<file path="src/alc_defines.svh">
// alc_defines.svh: offsets, field positions, reset values and timing
// counts of the second ambient-light comparator channel.
// assumes a 200 MHz system clock; included by bare name.
`ifndef ALC_DEFINES_SVH
`define ALC_DEFINES_SVH

// ----------------------------------------------------------------------
// register offsets
// ----------------------------------------------------------------------
`define ALC_CFG_ADDR 8'h1c
`define ALC_OTHR_ADDR 8'h1d
`define ALC_OHYS_ADDR 8'h1e

// ----------------------------------------------------------------------
// field positions of the configuration register
// ----------------------------------------------------------------------
`define ALC_FILT_HI 7
`define ALC_FILT_LO 5
`define ALC_FORCE_BIT 4
`define ALC_DARK_OUT_BIT 3
`define ALC_OFFICE_OUT_BIT 2
`define ALC_DARK_EN_BIT 1
`define ALC_OFFICE_EN_BIT 0

// ----------------------------------------------------------------------
// reset values
// ----------------------------------------------------------------------
`define ALC_CFG_RST 8'h00
`define ALC_OTHR_RST 8'h00
`define ALC_OHYS_RST 8'h00
`define ALC_CONV_RST 13'h0000

// ----------------------------------------------------------------------
// timing and scaling
// ----------------------------------------------------------------------
`define ALC_CLK_KHZ 200000
`define ALC_CONV_PERIOD_MS 80
`define ALC_CONV_PERIOD_CYC (`ALC_CONV_PERIOD_MS * `ALC_CLK_KHZ)
// office step is eight dark steps (about 4.3 uA against 0.54 uA)
`define ALC_OFFICE_SHIFT 3

`endif

</file>
<file path="src/alc_pkg.sv">
// alc_pkg.sv: types shared by the light comparator channel.
// assumes nothing beyond a SystemVerilog compiler.
package alc_pkg;

  // ----------------------------------------------------------------------
  // configuration register layout
  // ----------------------------------------------------------------------
  typedef struct packed {
    logic [2:0] sensor_b_filter_time;
    logic sensor_b_forced_conversion;
    logic sensor_b_dark_compare_result;
    logic sensor_b_office_compare_result;
    logic sensor_b_dark_compare_enable;
    logic sensor_b_office_compare_enable;
  } alc_cfg_t;

  // ----------------------------------------------------------------------
  // comparator pair, backlight level and forced-conversion states
  // ----------------------------------------------------------------------
  typedef struct packed {
    logic dark;
    logic office;
  } alc_cmp_t;

  typedef enum logic [1:0] {
    ALC_LVL_DAYLIGHT = 2'h0,
    ALC_LVL_OFFICE = 2'h1,
    ALC_LVL_DARK = 2'h2
  } alc_level_t;

  typedef enum logic [2:0] {
    ALC_ST_IDLE = 3'h1,
    ALC_ST_CONV = 3'h2,
    ALC_ST_DONE = 3'h4
  } alc_fstate_t;

endpackage

</file>
<file path="src/alc_compare.sv">
// alc_compare.sv: second ambient-light comparator channel: config,
// office threshold/hysteresis registers, forced conversion, decisions.
// assumes a serial-interface engine drives the register port, and the
// dark threshold/hysteresis arrive from registers held elsewhere.
`include "alc_defines.svh"
`timescale 1ns/100ps
`default_nettype none

module alc_compare #(
  parameter int CONV_PERIOD_CYC = `ALC_CONV_PERIOD_CYC
) (
  input wire logic i_clk_sys,
  input wire logic i_rst_n,
  input wire logic i_reg_wr,
  input wire logic [7:0] i_reg_addr,
  input wire logic [7:0] i_reg_wdata,
  output logic [7:0] o_reg_rdata,
  input wire logic i_sensor_en,
  input wire logic [12:0] i_second_sensor_input,
  input wire logic [7:0] i_dark_threshold,
  input wire logic [7:0] i_dark_hysteresis,
  input wire logic i_backlight_en,
  input wire logic i_sinks_active,
  output logic [12:0] o_conv_value,
  output alc_pkg::alc_level_t o_backlight_level
);

  // ----------------------------------------------------------------------
  // helpers
  // ----------------------------------------------------------------------
  function automatic logic [12:0] office_scale(input logic [8:0] code);
    office_scale = {1'b0, code, 3'h0};
  endfunction

  function automatic logic [12:0] dark_scale(input logic [8:0] code);
    dark_scale = {4'h0, code};
  endfunction

  // ----------------------------------------------------------------------
  // state
  // ----------------------------------------------------------------------
  logic [2:0] sensor_b_filter_time_q;
  logic sensor_b_forced_conversion_q;
  logic sensor_b_dark_compare_enable_q;
  logic sensor_b_office_compare_enable_q;
  alc_pkg::alc_cmp_t result_q;
  alc_pkg::alc_cmp_t target;
  logic [7:0] office_threshold_q;
  logic [7:0] office_hysteresis_q;
  logic [12:0] conv_q;
  logic conv_step_q;
  alc_pkg::alc_fstate_t fstate_q;
  alc_pkg::alc_cfg_t cfg_rd;
  alc_pkg::alc_cfg_t wr_cfg;
  logic cfg_wr;
  logic tick;
  logic commit;
  logic force_start;

  assign cfg_wr = i_reg_wr && (i_reg_addr == `ALC_CFG_ADDR);
  assign wr_cfg = alc_pkg::alc_cfg_t'(i_reg_wdata);
  // a pending force waits while the backlight runs
  assign force_start = (fstate_q == alc_pkg::ALC_ST_IDLE) &&
                       sensor_b_forced_conversion_q &&
                       !i_backlight_en && i_sinks_active;

  // ----------------------------------------------------------------------
  // register writes
  // ----------------------------------------------------------------------
  always_ff @(posedge i_clk_sys)
  begin
    if (!i_rst_n)
    begin
      sensor_b_filter_time_q <= 3'h0;
      sensor_b_dark_compare_enable_q <= 1'b0;
      sensor_b_office_compare_enable_q <= 1'b0;
    end
    else if (cfg_wr)
    begin
      sensor_b_filter_time_q <= wr_cfg.sensor_b_filter_time;
      sensor_b_dark_compare_enable_q <=
        wr_cfg.sensor_b_dark_compare_enable;
      sensor_b_office_compare_enable_q <=
        wr_cfg.sensor_b_office_compare_enable;
    end
  end

  // this channel keeps its own office pair; it is not output, so writes here move no other channel
  always_ff @(posedge i_clk_sys)
  begin
    if (!i_rst_n)
    begin
      office_threshold_q <= `ALC_OTHR_RST;
      office_hysteresis_q <= `ALC_OHYS_RST;
    end
    else if (i_reg_wr && (i_reg_addr == `ALC_OTHR_ADDR))
    begin
      office_threshold_q <= i_reg_wdata;
    end
    else if (i_reg_wr && (i_reg_addr == `ALC_OHYS_ADDR))
    begin
      office_hysteresis_q <= i_reg_wdata;
    end
  end

  // software set beats the hardware clear in the same cycle
  always_ff @(posedge i_clk_sys)
  begin
    if (!i_rst_n)
    begin
      sensor_b_forced_conversion_q <= 1'b0;
    end
    else if (cfg_wr && wr_cfg.sensor_b_forced_conversion)
    begin
      sensor_b_forced_conversion_q <= 1'b1;
    end
    else if (cfg_wr || (fstate_q == alc_pkg::ALC_ST_DONE))
    begin
      sensor_b_forced_conversion_q <= 1'b0;
    end
  end

  // ----------------------------------------------------------------------
  // conversion capture
  // ----------------------------------------------------------------------
  alc_tick #(
    .PERIOD(CONV_PERIOD_CYC)
  ) u_tick (
    .i_clk_sys(i_clk_sys),
    .i_rst_n(i_rst_n),
    .o_tick(tick)
  );

  always_ff @(posedge i_clk_sys)
  begin
    if (!i_rst_n)
    begin
      conv_q <= `ALC_CONV_RST;
      conv_step_q <= 1'b0;
    end
    else
    begin
      if ((tick && i_sensor_en) || force_start)
      begin
        conv_q <= i_second_sensor_input;
      end
      conv_step_q <= tick && i_sensor_en;
    end
  end

  // ----------------------------------------------------------------------
  // forced conversion sequence
  // ----------------------------------------------------------------------
  always_ff @(posedge i_clk_sys)
  begin
    if (!i_rst_n)
    begin
      fstate_q <= alc_pkg::ALC_ST_IDLE;
    end
    else
    begin
      case (fstate_q)
        alc_pkg::ALC_ST_IDLE:
        begin
          if (force_start)
          begin
            fstate_q <= alc_pkg::ALC_ST_CONV;
          end
        end
        alc_pkg::ALC_ST_CONV:
        begin
          fstate_q <= alc_pkg::ALC_ST_DONE;
        end
        alc_pkg::ALC_ST_DONE:
        begin
          fstate_q <= alc_pkg::ALC_ST_IDLE;
        end
        default:
        begin
          fstate_q <= alc_pkg::ALC_ST_IDLE;
        end
      endcase
    end
  end

  // ----------------------------------------------------------------------
  // comparator decisions with hysteresis
  // ----------------------------------------------------------------------
  always_comb
  begin
    target = result_q;
    if (!sensor_b_dark_compare_enable_q)
    begin
      target.dark = 1'b0;
    end
    else if (conv_q < dark_scale({1'b0, i_dark_threshold}))
    begin
      target.dark = 1'b1;
    end
    else if (conv_q > dark_scale({1'b0, i_dark_threshold} +
                                 {1'b0, i_dark_hysteresis}))
    begin
      target.dark = 1'b0;
    end
    if (!sensor_b_office_compare_enable_q)
    begin
      target.office = 1'b0;
    end
    else if (conv_q < office_scale({1'b0, office_threshold_q}))
    begin
      target.office = 1'b1;
    end
    else if (conv_q > office_scale({1'b0, office_threshold_q} +
                                   {1'b0, office_hysteresis_q}))
    begin
      target.office = 1'b0;
    end
  end

  alc_filt u_filt (
    .i_clk_sys(i_clk_sys),
    .i_rst_n(i_rst_n),
    .i_step(conv_step_q),
    .i_differs(target != result_q),
    .i_filt(sensor_b_filter_time_q),
    .o_commit(commit)
  );

  // a forced result skips the filter so it is valid when the bit drops
  always_ff @(posedge i_clk_sys)
  begin
    if (!i_rst_n)
    begin
      result_q <= '0;
    end
    else
    begin
      if (!sensor_b_dark_compare_enable_q)
      begin
        result_q.dark <= 1'b0;
      end
      else if (commit || (fstate_q == alc_pkg::ALC_ST_CONV))
      begin
        result_q.dark <= target.dark;
      end
      if (!sensor_b_office_compare_enable_q)
      begin
        result_q.office <= 1'b0;
      end
      else if (commit || (fstate_q == alc_pkg::ALC_ST_CONV))
      begin
        result_q.office <= target.office;
      end
    end
  end

  always_ff @(posedge i_clk_sys)
  begin
    if (!i_rst_n)
    begin
      o_backlight_level <= alc_pkg::ALC_LVL_DAYLIGHT;
    end
    else if (result_q.dark)
    begin
      o_backlight_level <= alc_pkg::ALC_LVL_DARK;
    end
    else if (result_q.office)
    begin
      o_backlight_level <= alc_pkg::ALC_LVL_OFFICE;
    end
    else
    begin
      o_backlight_level <= alc_pkg::ALC_LVL_DAYLIGHT;
    end
  end

  // ----------------------------------------------------------------------
  // read-back, one cycle after the address; unmapped reads give zero
  // ----------------------------------------------------------------------
  always_comb
  begin
    cfg_rd.sensor_b_filter_time = sensor_b_filter_time_q;
    cfg_rd.sensor_b_forced_conversion = sensor_b_forced_conversion_q;
    cfg_rd.sensor_b_dark_compare_result = result_q.dark;
    cfg_rd.sensor_b_office_compare_result = result_q.office;
    cfg_rd.sensor_b_dark_compare_enable = sensor_b_dark_compare_enable_q;
    cfg_rd.sensor_b_office_compare_enable =
      sensor_b_office_compare_enable_q;
  end

  always_ff @(posedge i_clk_sys)
  begin
    if (!i_rst_n)
    begin
      o_reg_rdata <= 8'h00;
      o_conv_value <= `ALC_CONV_RST;
    end
    else
    begin
      o_conv_value <= conv_q;
      case (i_reg_addr)
        `ALC_CFG_ADDR: o_reg_rdata <= cfg_rd;
        `ALC_OTHR_ADDR: o_reg_rdata <= office_threshold_q;
        `ALC_OHYS_ADDR: o_reg_rdata <= office_hysteresis_q;
        default: o_reg_rdata <= 8'h00;
      endcase
    end
  end
endmodule

`default_nettype wire

</file>
<file path="src/alc_tick.sv">
// alc_tick.sv: conversion-period divider, one-cycle enable per period.
// assumes a single system clock and synchronous active-low reset.
`timescale 1ns/100ps
`default_nettype none

module alc_tick #(
  parameter int PERIOD = 16000000
) (
  input wire logic i_clk_sys,
  input wire logic i_rst_n,
  output logic o_tick
);

  localparam int W = $clog2(PERIOD + 1);

  logic [W-1:0] cnt_q;

  always_ff @(posedge i_clk_sys)
  begin
    if (!i_rst_n)
    begin
      cnt_q <= '0;
      o_tick <= 1'b0;
    end
    else if (cnt_q == W'(PERIOD - 1))
    begin
      cnt_q <= '0;
      o_tick <= 1'b1;
    end
    else
    begin
      cnt_q <= cnt_q + W'(1);
      o_tick <= 1'b0;
    end
  end

endmodule

`default_nettype wire

</file>
<file path="src/alc_filt.sv">
// alc_filt.sv: persistence filter; a pending change must last for
// 2**code conversion steps before it is committed.
// assumes i_step is a one-cycle pulse per fresh conversion.
`timescale 1ns/100ps
`default_nettype none

module alc_filt (
  input wire logic i_clk_sys,
  input wire logic i_rst_n,
  input wire logic i_step,
  input wire logic i_differs,
  input wire logic [2:0] i_filt,
  output logic o_commit
);

  logic [7:0] cnt_q;
  logic [7:0] need;

  // 80 ms times 2**code, counted in 80 ms conversions
  assign need = 8'h01 << i_filt;

  always_ff @(posedge i_clk_sys)
  begin
    if (!i_rst_n)
    begin
      cnt_q <= 8'h00;
      o_commit <= 1'b0;
    end
    else if (!i_differs)
    begin
      // condition went away: persistence starts over
      cnt_q <= 8'h00;
      o_commit <= 1'b0;
    end
    else if (i_step && (cnt_q + 8'h01 >= need))
    begin
      cnt_q <= 8'h00;
      o_commit <= 1'b1;
    end
    else if (i_step)
    begin
      cnt_q <= cnt_q + 8'h01;
      o_commit <= 1'b0;
    end
    else
    begin
      o_commit <= 1'b0;
    end
  end

endmodule

`default_nettype wire

</file>
<file path="config.mk">
export PLATFORM = sky130hd
export DESIGN_NAME = alc_compare
export DESIGN_NICKNAME = d
export VERILOG_FILES = /design/src/alc_pkg.sv /design/src/alc_compare.sv /design/src/alc_tick.sv /design/src/alc_filt.sv
export VERILOG_INCLUDE_DIRS = /design/src
export SDC_FILE = /design/constraint.sdc
export NUM_CORES = 1
export LEC_CHECK = 0
export ABC_AREA = 1
export BUFFER_PORTS_ARGS = -buffer_cell sky130_fd_sc_hd__buf_2
export CAP_MARGIN = 20
export CORE_MARGIN = 2
export CORE_UTILIZATION = 33
export DETAILED_ROUTE_END_ITERATION = 8
export GPL_ROUTABILITY_DRIVEN = 0
export REMOVE_ABC_BUFFERS = 1
export SYNTH_ARGS = -nofsm -noshare
export SYNTH_HDL_FRONTEND = slang
export SYNTH_SLANG_ARGS = --single-unit
</file>
<file path="constraint.sdc">
create_clock -name i_clk_sys -period 3.22 [get_ports i_clk_sys]
set_clock_uncertainty 0.05 [all_clocks]
set_input_delay 0.322 -clock i_clk_sys [delete_from_list [all_inputs] [get_ports i_clk_sys]]
set_output_delay 0.322 -clock i_clk_sys [all_outputs]
set_load 0.05 [all_outputs]
</file>
Word-level counts from Yosys, hierarchy flattened
Index checks and enable logic that the tools add are counted.

Flip-flop bits (word level): 98. Word-level logic and storage cells: 77.

Reductions and logical operators: 21. Multiplexer cells: 15. Add/sub/neg operators: 4. Equality and inequality tests: 9. Magnitude comparators: 5. Shifts and indexed selects: 1. Bitwise operators: 3.

Operators with widths (number): adder 24 x 1 -> 24 bit, second input constant (1); == test 24 bit, second input constant (1); == test 8 x 5 -> 1 bit, second input constant (3); one-hot mux 8 bit (3 select lines) (1); adder 8 x 8 -> 9 bit (2); > comparator 13 x 12 -> 1 bit (1); > comparator 13 x 9 -> 1 bit (1); < comparator 13 x 11 -> 1 bit (1); < comparator 13 x 8 -> 1 bit (1); 2-to-1 mux 1 bit (11); logical AND 1 bit (9); adder 8 x 1 -> 8 bit, second input constant (1); >= comparator 8 bit (1); AND reduction 2 bit (4); left shift 1 x 3 -> 8 bit, first input constant (1); one-hot mux 3 bit (2 select lines) (1); OR reduction 2 bit (2); == test 3 x 1 -> 1 bit, second input constant (1); == test 3 x 2 -> 1 bit, second input constant (1); == test 3 bit, second input constant (1); logical OR 1 bit (3); 2-to-1 mux 3 bit (1); inverter 1 bit (3); OR reduction 3 bit (1); other kinds (5) (5).

Longest topological paths before layout
Depth in word-level cells: 8. Gate-level depth with buffers: 22.

Modules after synthesis
From an unflattened synthesis, not the netlist that was laid out.

Cells, all modules: 812. Area, all modules: 5829.3 µm².

Modules (own cells, without submodules): alc_compare (instances 1, sequential area each 1281.2 µm², area an instance 3754.9 µm², cells an instance 503); alc_tick (instances 1, sequential area each 500.5 µm², area an instance 1320.0 µm², cells an instance 191); alc_filt (instances 1, sequential area each 180.2 µm², area an instance 754.5 µm², cells an instance 118).

Least setup slack after synthesis
OpenSTA, ideal clock, no wires.

Path type: register to register. Start point: register office_threshold_q[0]. End point: register u_filt.cnt_q[3]. Library setup time: 117 ps. Setup slack: 449 ps. Arrival: 2604 ps. Data required time: 3053 ps. Cell stages (with the launch flop): 22. Period minus slack after synthesis: 2771 ps. Cell sequence: dfxtp_1 > ha_1 > fa_1 > nand3_1 > nand2_1 > a21oi_1 > o21ai_0 > a21o_1 > a21oi_1 > ha_1 > nand2_1 > inv_1 > a21oi_1 > nand3_1 > nand2_1 > nand2_1 > nand2_1 > nand3_1 > nand2_1 > nand2_1 > nand3_2 > nor2_1.

Cells in the longest elaborated chain, start to end: 8. Elaborated cells between the ends (all ways): 9. Classes of those cells: 1 x add/sub; 2 x order compare; 1 x eq/ne; 3 x mux; 1 x bitwise; 1 x reduce/logical.

RTL lines: start: declaration (RTL line alc_compare.sv:48) `logic [7:0] office_threshold_q;`; start signal: assignment (RTL line alc_compare.sv:93) `` office_threshold_q <= `ALC_OTHR_RST; ``; start signal: assignment (RTL line alc_compare.sv:98) `office_threshold_q <= i_reg_wdata;`; adder 8 x 8 -> 9 bit (RTL line alc_compare.sv:213) `else if (conv_q > office_scale({1'b0, office_threshold_q} +`; > comparator 13 x 12 -> 1 bit (RTL line alc_compare.sv:213); 2-to-1 mux 1 bit (RTL line alc_compare.sv:213); 2-to-1 mux 1 bit * (RTL line alc_compare.sv:209) `else if (conv_q < office_scale({1'b0, office_threshold_q}))`; 2-to-1 mux 1 bit * (RTL line alc_compare.sv:205) `if (!sensor_b_office_compare_enable_q)`; != test 2 bit * (RTL line alc_compare.sv:224) `.i_differs(target != result_q),`; inverter 1 bit (no source line) *; OR reduction 3 bit (no source line) *; end signal: assignment (RTL line alc_filt.sv:42) `cnt_q <= cnt_q + 8'h01;`; end: declaration (RTL line alc_filt.sv:16) `logic [7:0] cnt_q;`.

Mark *: on every way between the ends. The rest lies on a longest branch, timed or not. A chain may end at the register's enable or synchronous reset.

Worst setup path after layout
Start point: register office_threshold_q[0]. End point: register u_filt.cnt_q[1].

Same word-level chain as after synthesis.

==> results.sh <==
export IMPL_die_w_um=132.7
export IMPL_synth_main_ff_cell="dfxtp_1"
export IMPL_critPathTopFamily="simple AND/OR/NAND/NOR gates"
export IMPL_hold_viol=0
export IMPL_syn_area_um2=5466
export IMPL_finalHoldWorstSlack_ns=0.1398
export IMPL_wl_per_cell_um=12.14
export IMPL_critPathKind="reg2reg"
export IMPL_hold_path_depth=3
export IMPL_fp_row_count=47
export IMPL_cap_violations=0
export IMPL_drt_iter0_markers=305
export IMPL_crit_chain="ha_2 -> fa_2 -> nand3_1 -> nand2_1 -> a21oi_2 -> o21ai_1 -> a21o_1 -> a21oi_1 -> ha_1 -> nand2_2 -> inv_1 -> a21oi_1 -> nand3_1 -> nand2_1 -> nand2_1 -> nand2_1 -> nand3_1 -> nand2_1 -> nand2_2 -> nand3_4 -> nor2_1"
export IMPL_power_density_nw_per_um2=393.4
export IMPL_antenna_left=0
export IMPL_syn_avg_cell_area_um2=7.488
export IMPL_finalSetupTns_ns=0
export IMPL_grt_setup_unrepaired="no"
export IMPL_core_area_um2=16410
export IMPL_crit_top_cell="nand2_1"
export IMPL_hp_start="i_second_sensor_input[4]"
export IMPL_yosys_warnings=0
export IMPL_max_slew_margin_rel_pct=51.95
export IMPL_io_buffers=73
export IMPL_post_cts_resized=0
export IMPL_reg2reg_to="u_filt.cnt_q[1]"
export IMPL_required_ns=3.41
export IMPL_grt_max_degree=29
export IMPL_clk_pin_slew_worst_paths_ns=0.07
export IMPL_grt_usage_pct=14.92
export IMPL_grt_pass1_wl_um=21180
export IMPL_timing_final_crit_share_pct=91.16
export IMPL_wirelength_um=12480
export IMPL_syn_to_final_growth_pct=17.56
export IMPL_r2r_slack_ns=0.28
export IMPL_cts_root_buffer="clkbuf_16"
export IMPL_cts_made_buffers=9
export IMPL_worst_hold_path_type="in2reg"
export IMPL_fin_nets=916
export IMPL_insertion_delay_ns=0.35
export IMPL_cts_buffer_depth=2
export IMPL_vias=4785
export IMPL_cts_hold_buffers=0
export IMPL_synthCells=730
export IMPL_p_leak_uw=0.003053
export IMPL_max_stage_delay_ns=0.36
export IMPL_antenna_found_initial=1
export IMPL_synth_edf_count=0
export IMPL_crit_path_start_kind="register"
export IMPL_reg2regPathDepth=21
export IMPL_first_pass_iters=6
export IMPL_cts_sinks=98
export IMPL_status="completed"
export IMPL_slew_violations=0
export IMPL_htree_levels=3
export IMPL_ys_seq_elements=98
export IMPL_synth_common_cells="127 x nand2_1, 103 x inv_1, 98 x dfxtp_1, 82 x nor2_1, 58 x ha_1"
export IMPL_slowest_stage="fa_2"
export IMPL_max_freq_mhz=340.7
export IMPL_drc=0
export IMPL_layout_min_cycle_time_ns=2.935
export IMPL_fillers=1719
export IMPL_irDropWorstVdd_v=0.0002407
export IMPL_crit_arrival_ns=3.12
export IMPL_cts_setup_buffers=0
export IMPL_diodes=0
export IMPL_yosys_top_cells_area="dfxtp_1 36%, ha_1 13%, nand2_1 8.7%, inv_1 7.1%, nor2_1 5.6%"
export IMPL_worstPathMaxFanout=8
export IMPL_setup_viol=0
export IMPL_cts_tree="built"
export IMPL_fp_dieArea_um2=17610
export IMPL_gr_total_overflow=0
export IMPL_ys_types=40
export IMPL_pin_count=74
export IMPL_drive_gt1_share_pct=15.10
export IMPL_grt_pass1_vias=4448
export IMPL_synthArstFlopShare_pct=0
export IMPL_hold_end="conv_q[4]"
export IMPL_dp_final_hpwl_um=9680
export IMPL_start_util_pct=33.32
export IMPL_die_y_um=132.7
export IMPL_ys_seq_area_share_pct=35.89
export IMPL_rr_startpoint="office_threshold_q[0]"
export IMPL_tightest_slew_ns=0.7208
export IMPL_synth_most_common_cell="nand2_1"
export IMPL_cp_end_kind="register"
export IMPL_yosysTopAreaCellShare_pct=35.89
export IMPL_synth_largest_area_cell="dfxtp_1"
export IMPL_viasPerCell=4.655
export IMPL_path_buf_inv=1
## state kept, by name, summed over array words and instances (netlist names), 2 cells and up
name and cells:
conv_q 13, o_reg_rdata 8, o_backlight_level 2, o_conv_value 13, u_tick.cnt_q 24, cfg_rd 2, sensor_b_filter_time_q 3, office_threshold_q 8
office_hysteresis_q 8, u_filt.cnt_q 8, fstate_q 3
## per-layer routing
metal,share of wire [%],vias to the layer above,wire (um),GRT usage (%)
met5,0.056,-,7,0
met4,1.4,2,177,4.361
met1,50,2139,6216,20.06
met2,44,84,5459,23.17
li1,-,2542,-,-
met3,4.9,18,616,4.444
## worst max-delay path by stage
| stage | slack, ns | start | cells past startpoint | end |
|---|---|---|---|---|
| after detailed placement | 0.07 | i_dark_threshold[0] | 21 | u_filt.cnt_q[5] |
| final | 0.28 | office_threshold_q[0] | 21 | u_filt.cnt_q[1] |
| after global placement | 0.09 | i_dark_threshold[0] | 21 | u_filt.cnt_q[5] |
| after CTS | 0.08 | office_threshold_q[0] | 21 | u_filt.cnt_q[1] |
| after floorplan | 0.45 | office_threshold_q[0] | 21 | u_filt.cnt_q[3] |
| after global routing | 0.0007 | office_threshold_q[0] | 21 | u_filt.cnt_q[3] |
## logic make-up (layout without fill, tap and decap cells)
logic type	count (synthesis)	after routing	share of synthesized area, %
adders and majority gates	60	60	14.01
buffers and inverters	119	197	8.286
and+or+nand+nor	294	294	23.92
muxes	3	3	0.5493
xor gates and xnor gates	22	22	3.525
DFF	98	98	35.89
AOI/OAI and AO/OA	134	134	13.82
## layout make-up
type	count	area [um2]	share of cell area [%]
Clock buffer	11	242.7	3.777
Clock inverter	3	65.06	1.012
Inverter	108	405.4	6.308
Multi-Input combinational cell	513	3092	48.11
Sequential cell	98	1966	30.59
Tap cell	220	275.3	4.283
Timing Repair Buffer	75	380.4	5.919
## cells in the final DEF, fill, tap and decap left out, types with 13 or more instances in the layout
master,synthesis,final
a21oi_1,56,54
buf_2,2,73
dfxtp_1,98,95
ha_1,58,56
inv_1,103,103
nand2_1,127,125
nand3_1,33,33
nor2_1,82,81
nor3_1,18,18
o21ai_0,48,47
xor2_1,13,13
## worst reg2reg max path, cell delays in order (launching register included)
cell,delay [ns]
dfxtp_1,0.33
ha_2,0.20
fa_2,0.36
nand3_1,0.08
nand2_1,0.10
a21oi_2,0.13
o21ai_1,0.10
a21o_1,0.17
a21oi_1,0.12
ha_1,0.26
nand2_2,0.08
inv_1,0.04
a21oi_1,0.15
nand3_1,0.10
nand2_1,0.09
nand2_1,0.05
nand2_1,0.07
nand3_1,0.07
nand2_1,0.07
nand2_2,0.08
nand3_4,0.10
nor2_1,0.05
## per-stage QoR
stage | setup WS (ns) | cell area, um2 | util (%) | instances | power, uW
floorplan | 0.4491 | 5419 | - | 719 | 1341
global placement | 0.09199 | 6075 | 37.02 | 1014 | 1412
detailed placement | 0.07163 | 6075 | 37.02 | 1014 | 1414
CTS | 0.08415 | 6382 | 38.90 | 1028 | 2569
global route | 0.0007412 | 6426 | 39.17 | 1028 | 2648
finish | 0.2846 | 6426 | 39.17 | 1028 | 2528
## where the power goes
part,leakage (uW),total [uW],switching (uW),internal [uW]
Clock,0.000151,1140,450,692
Sequential,0.000791,1220,2.69,1220
Combinational,0.00211,167,97.9,69.5
Total,0.00305,2530,551,1980
(Power assumes the default switching activity.)
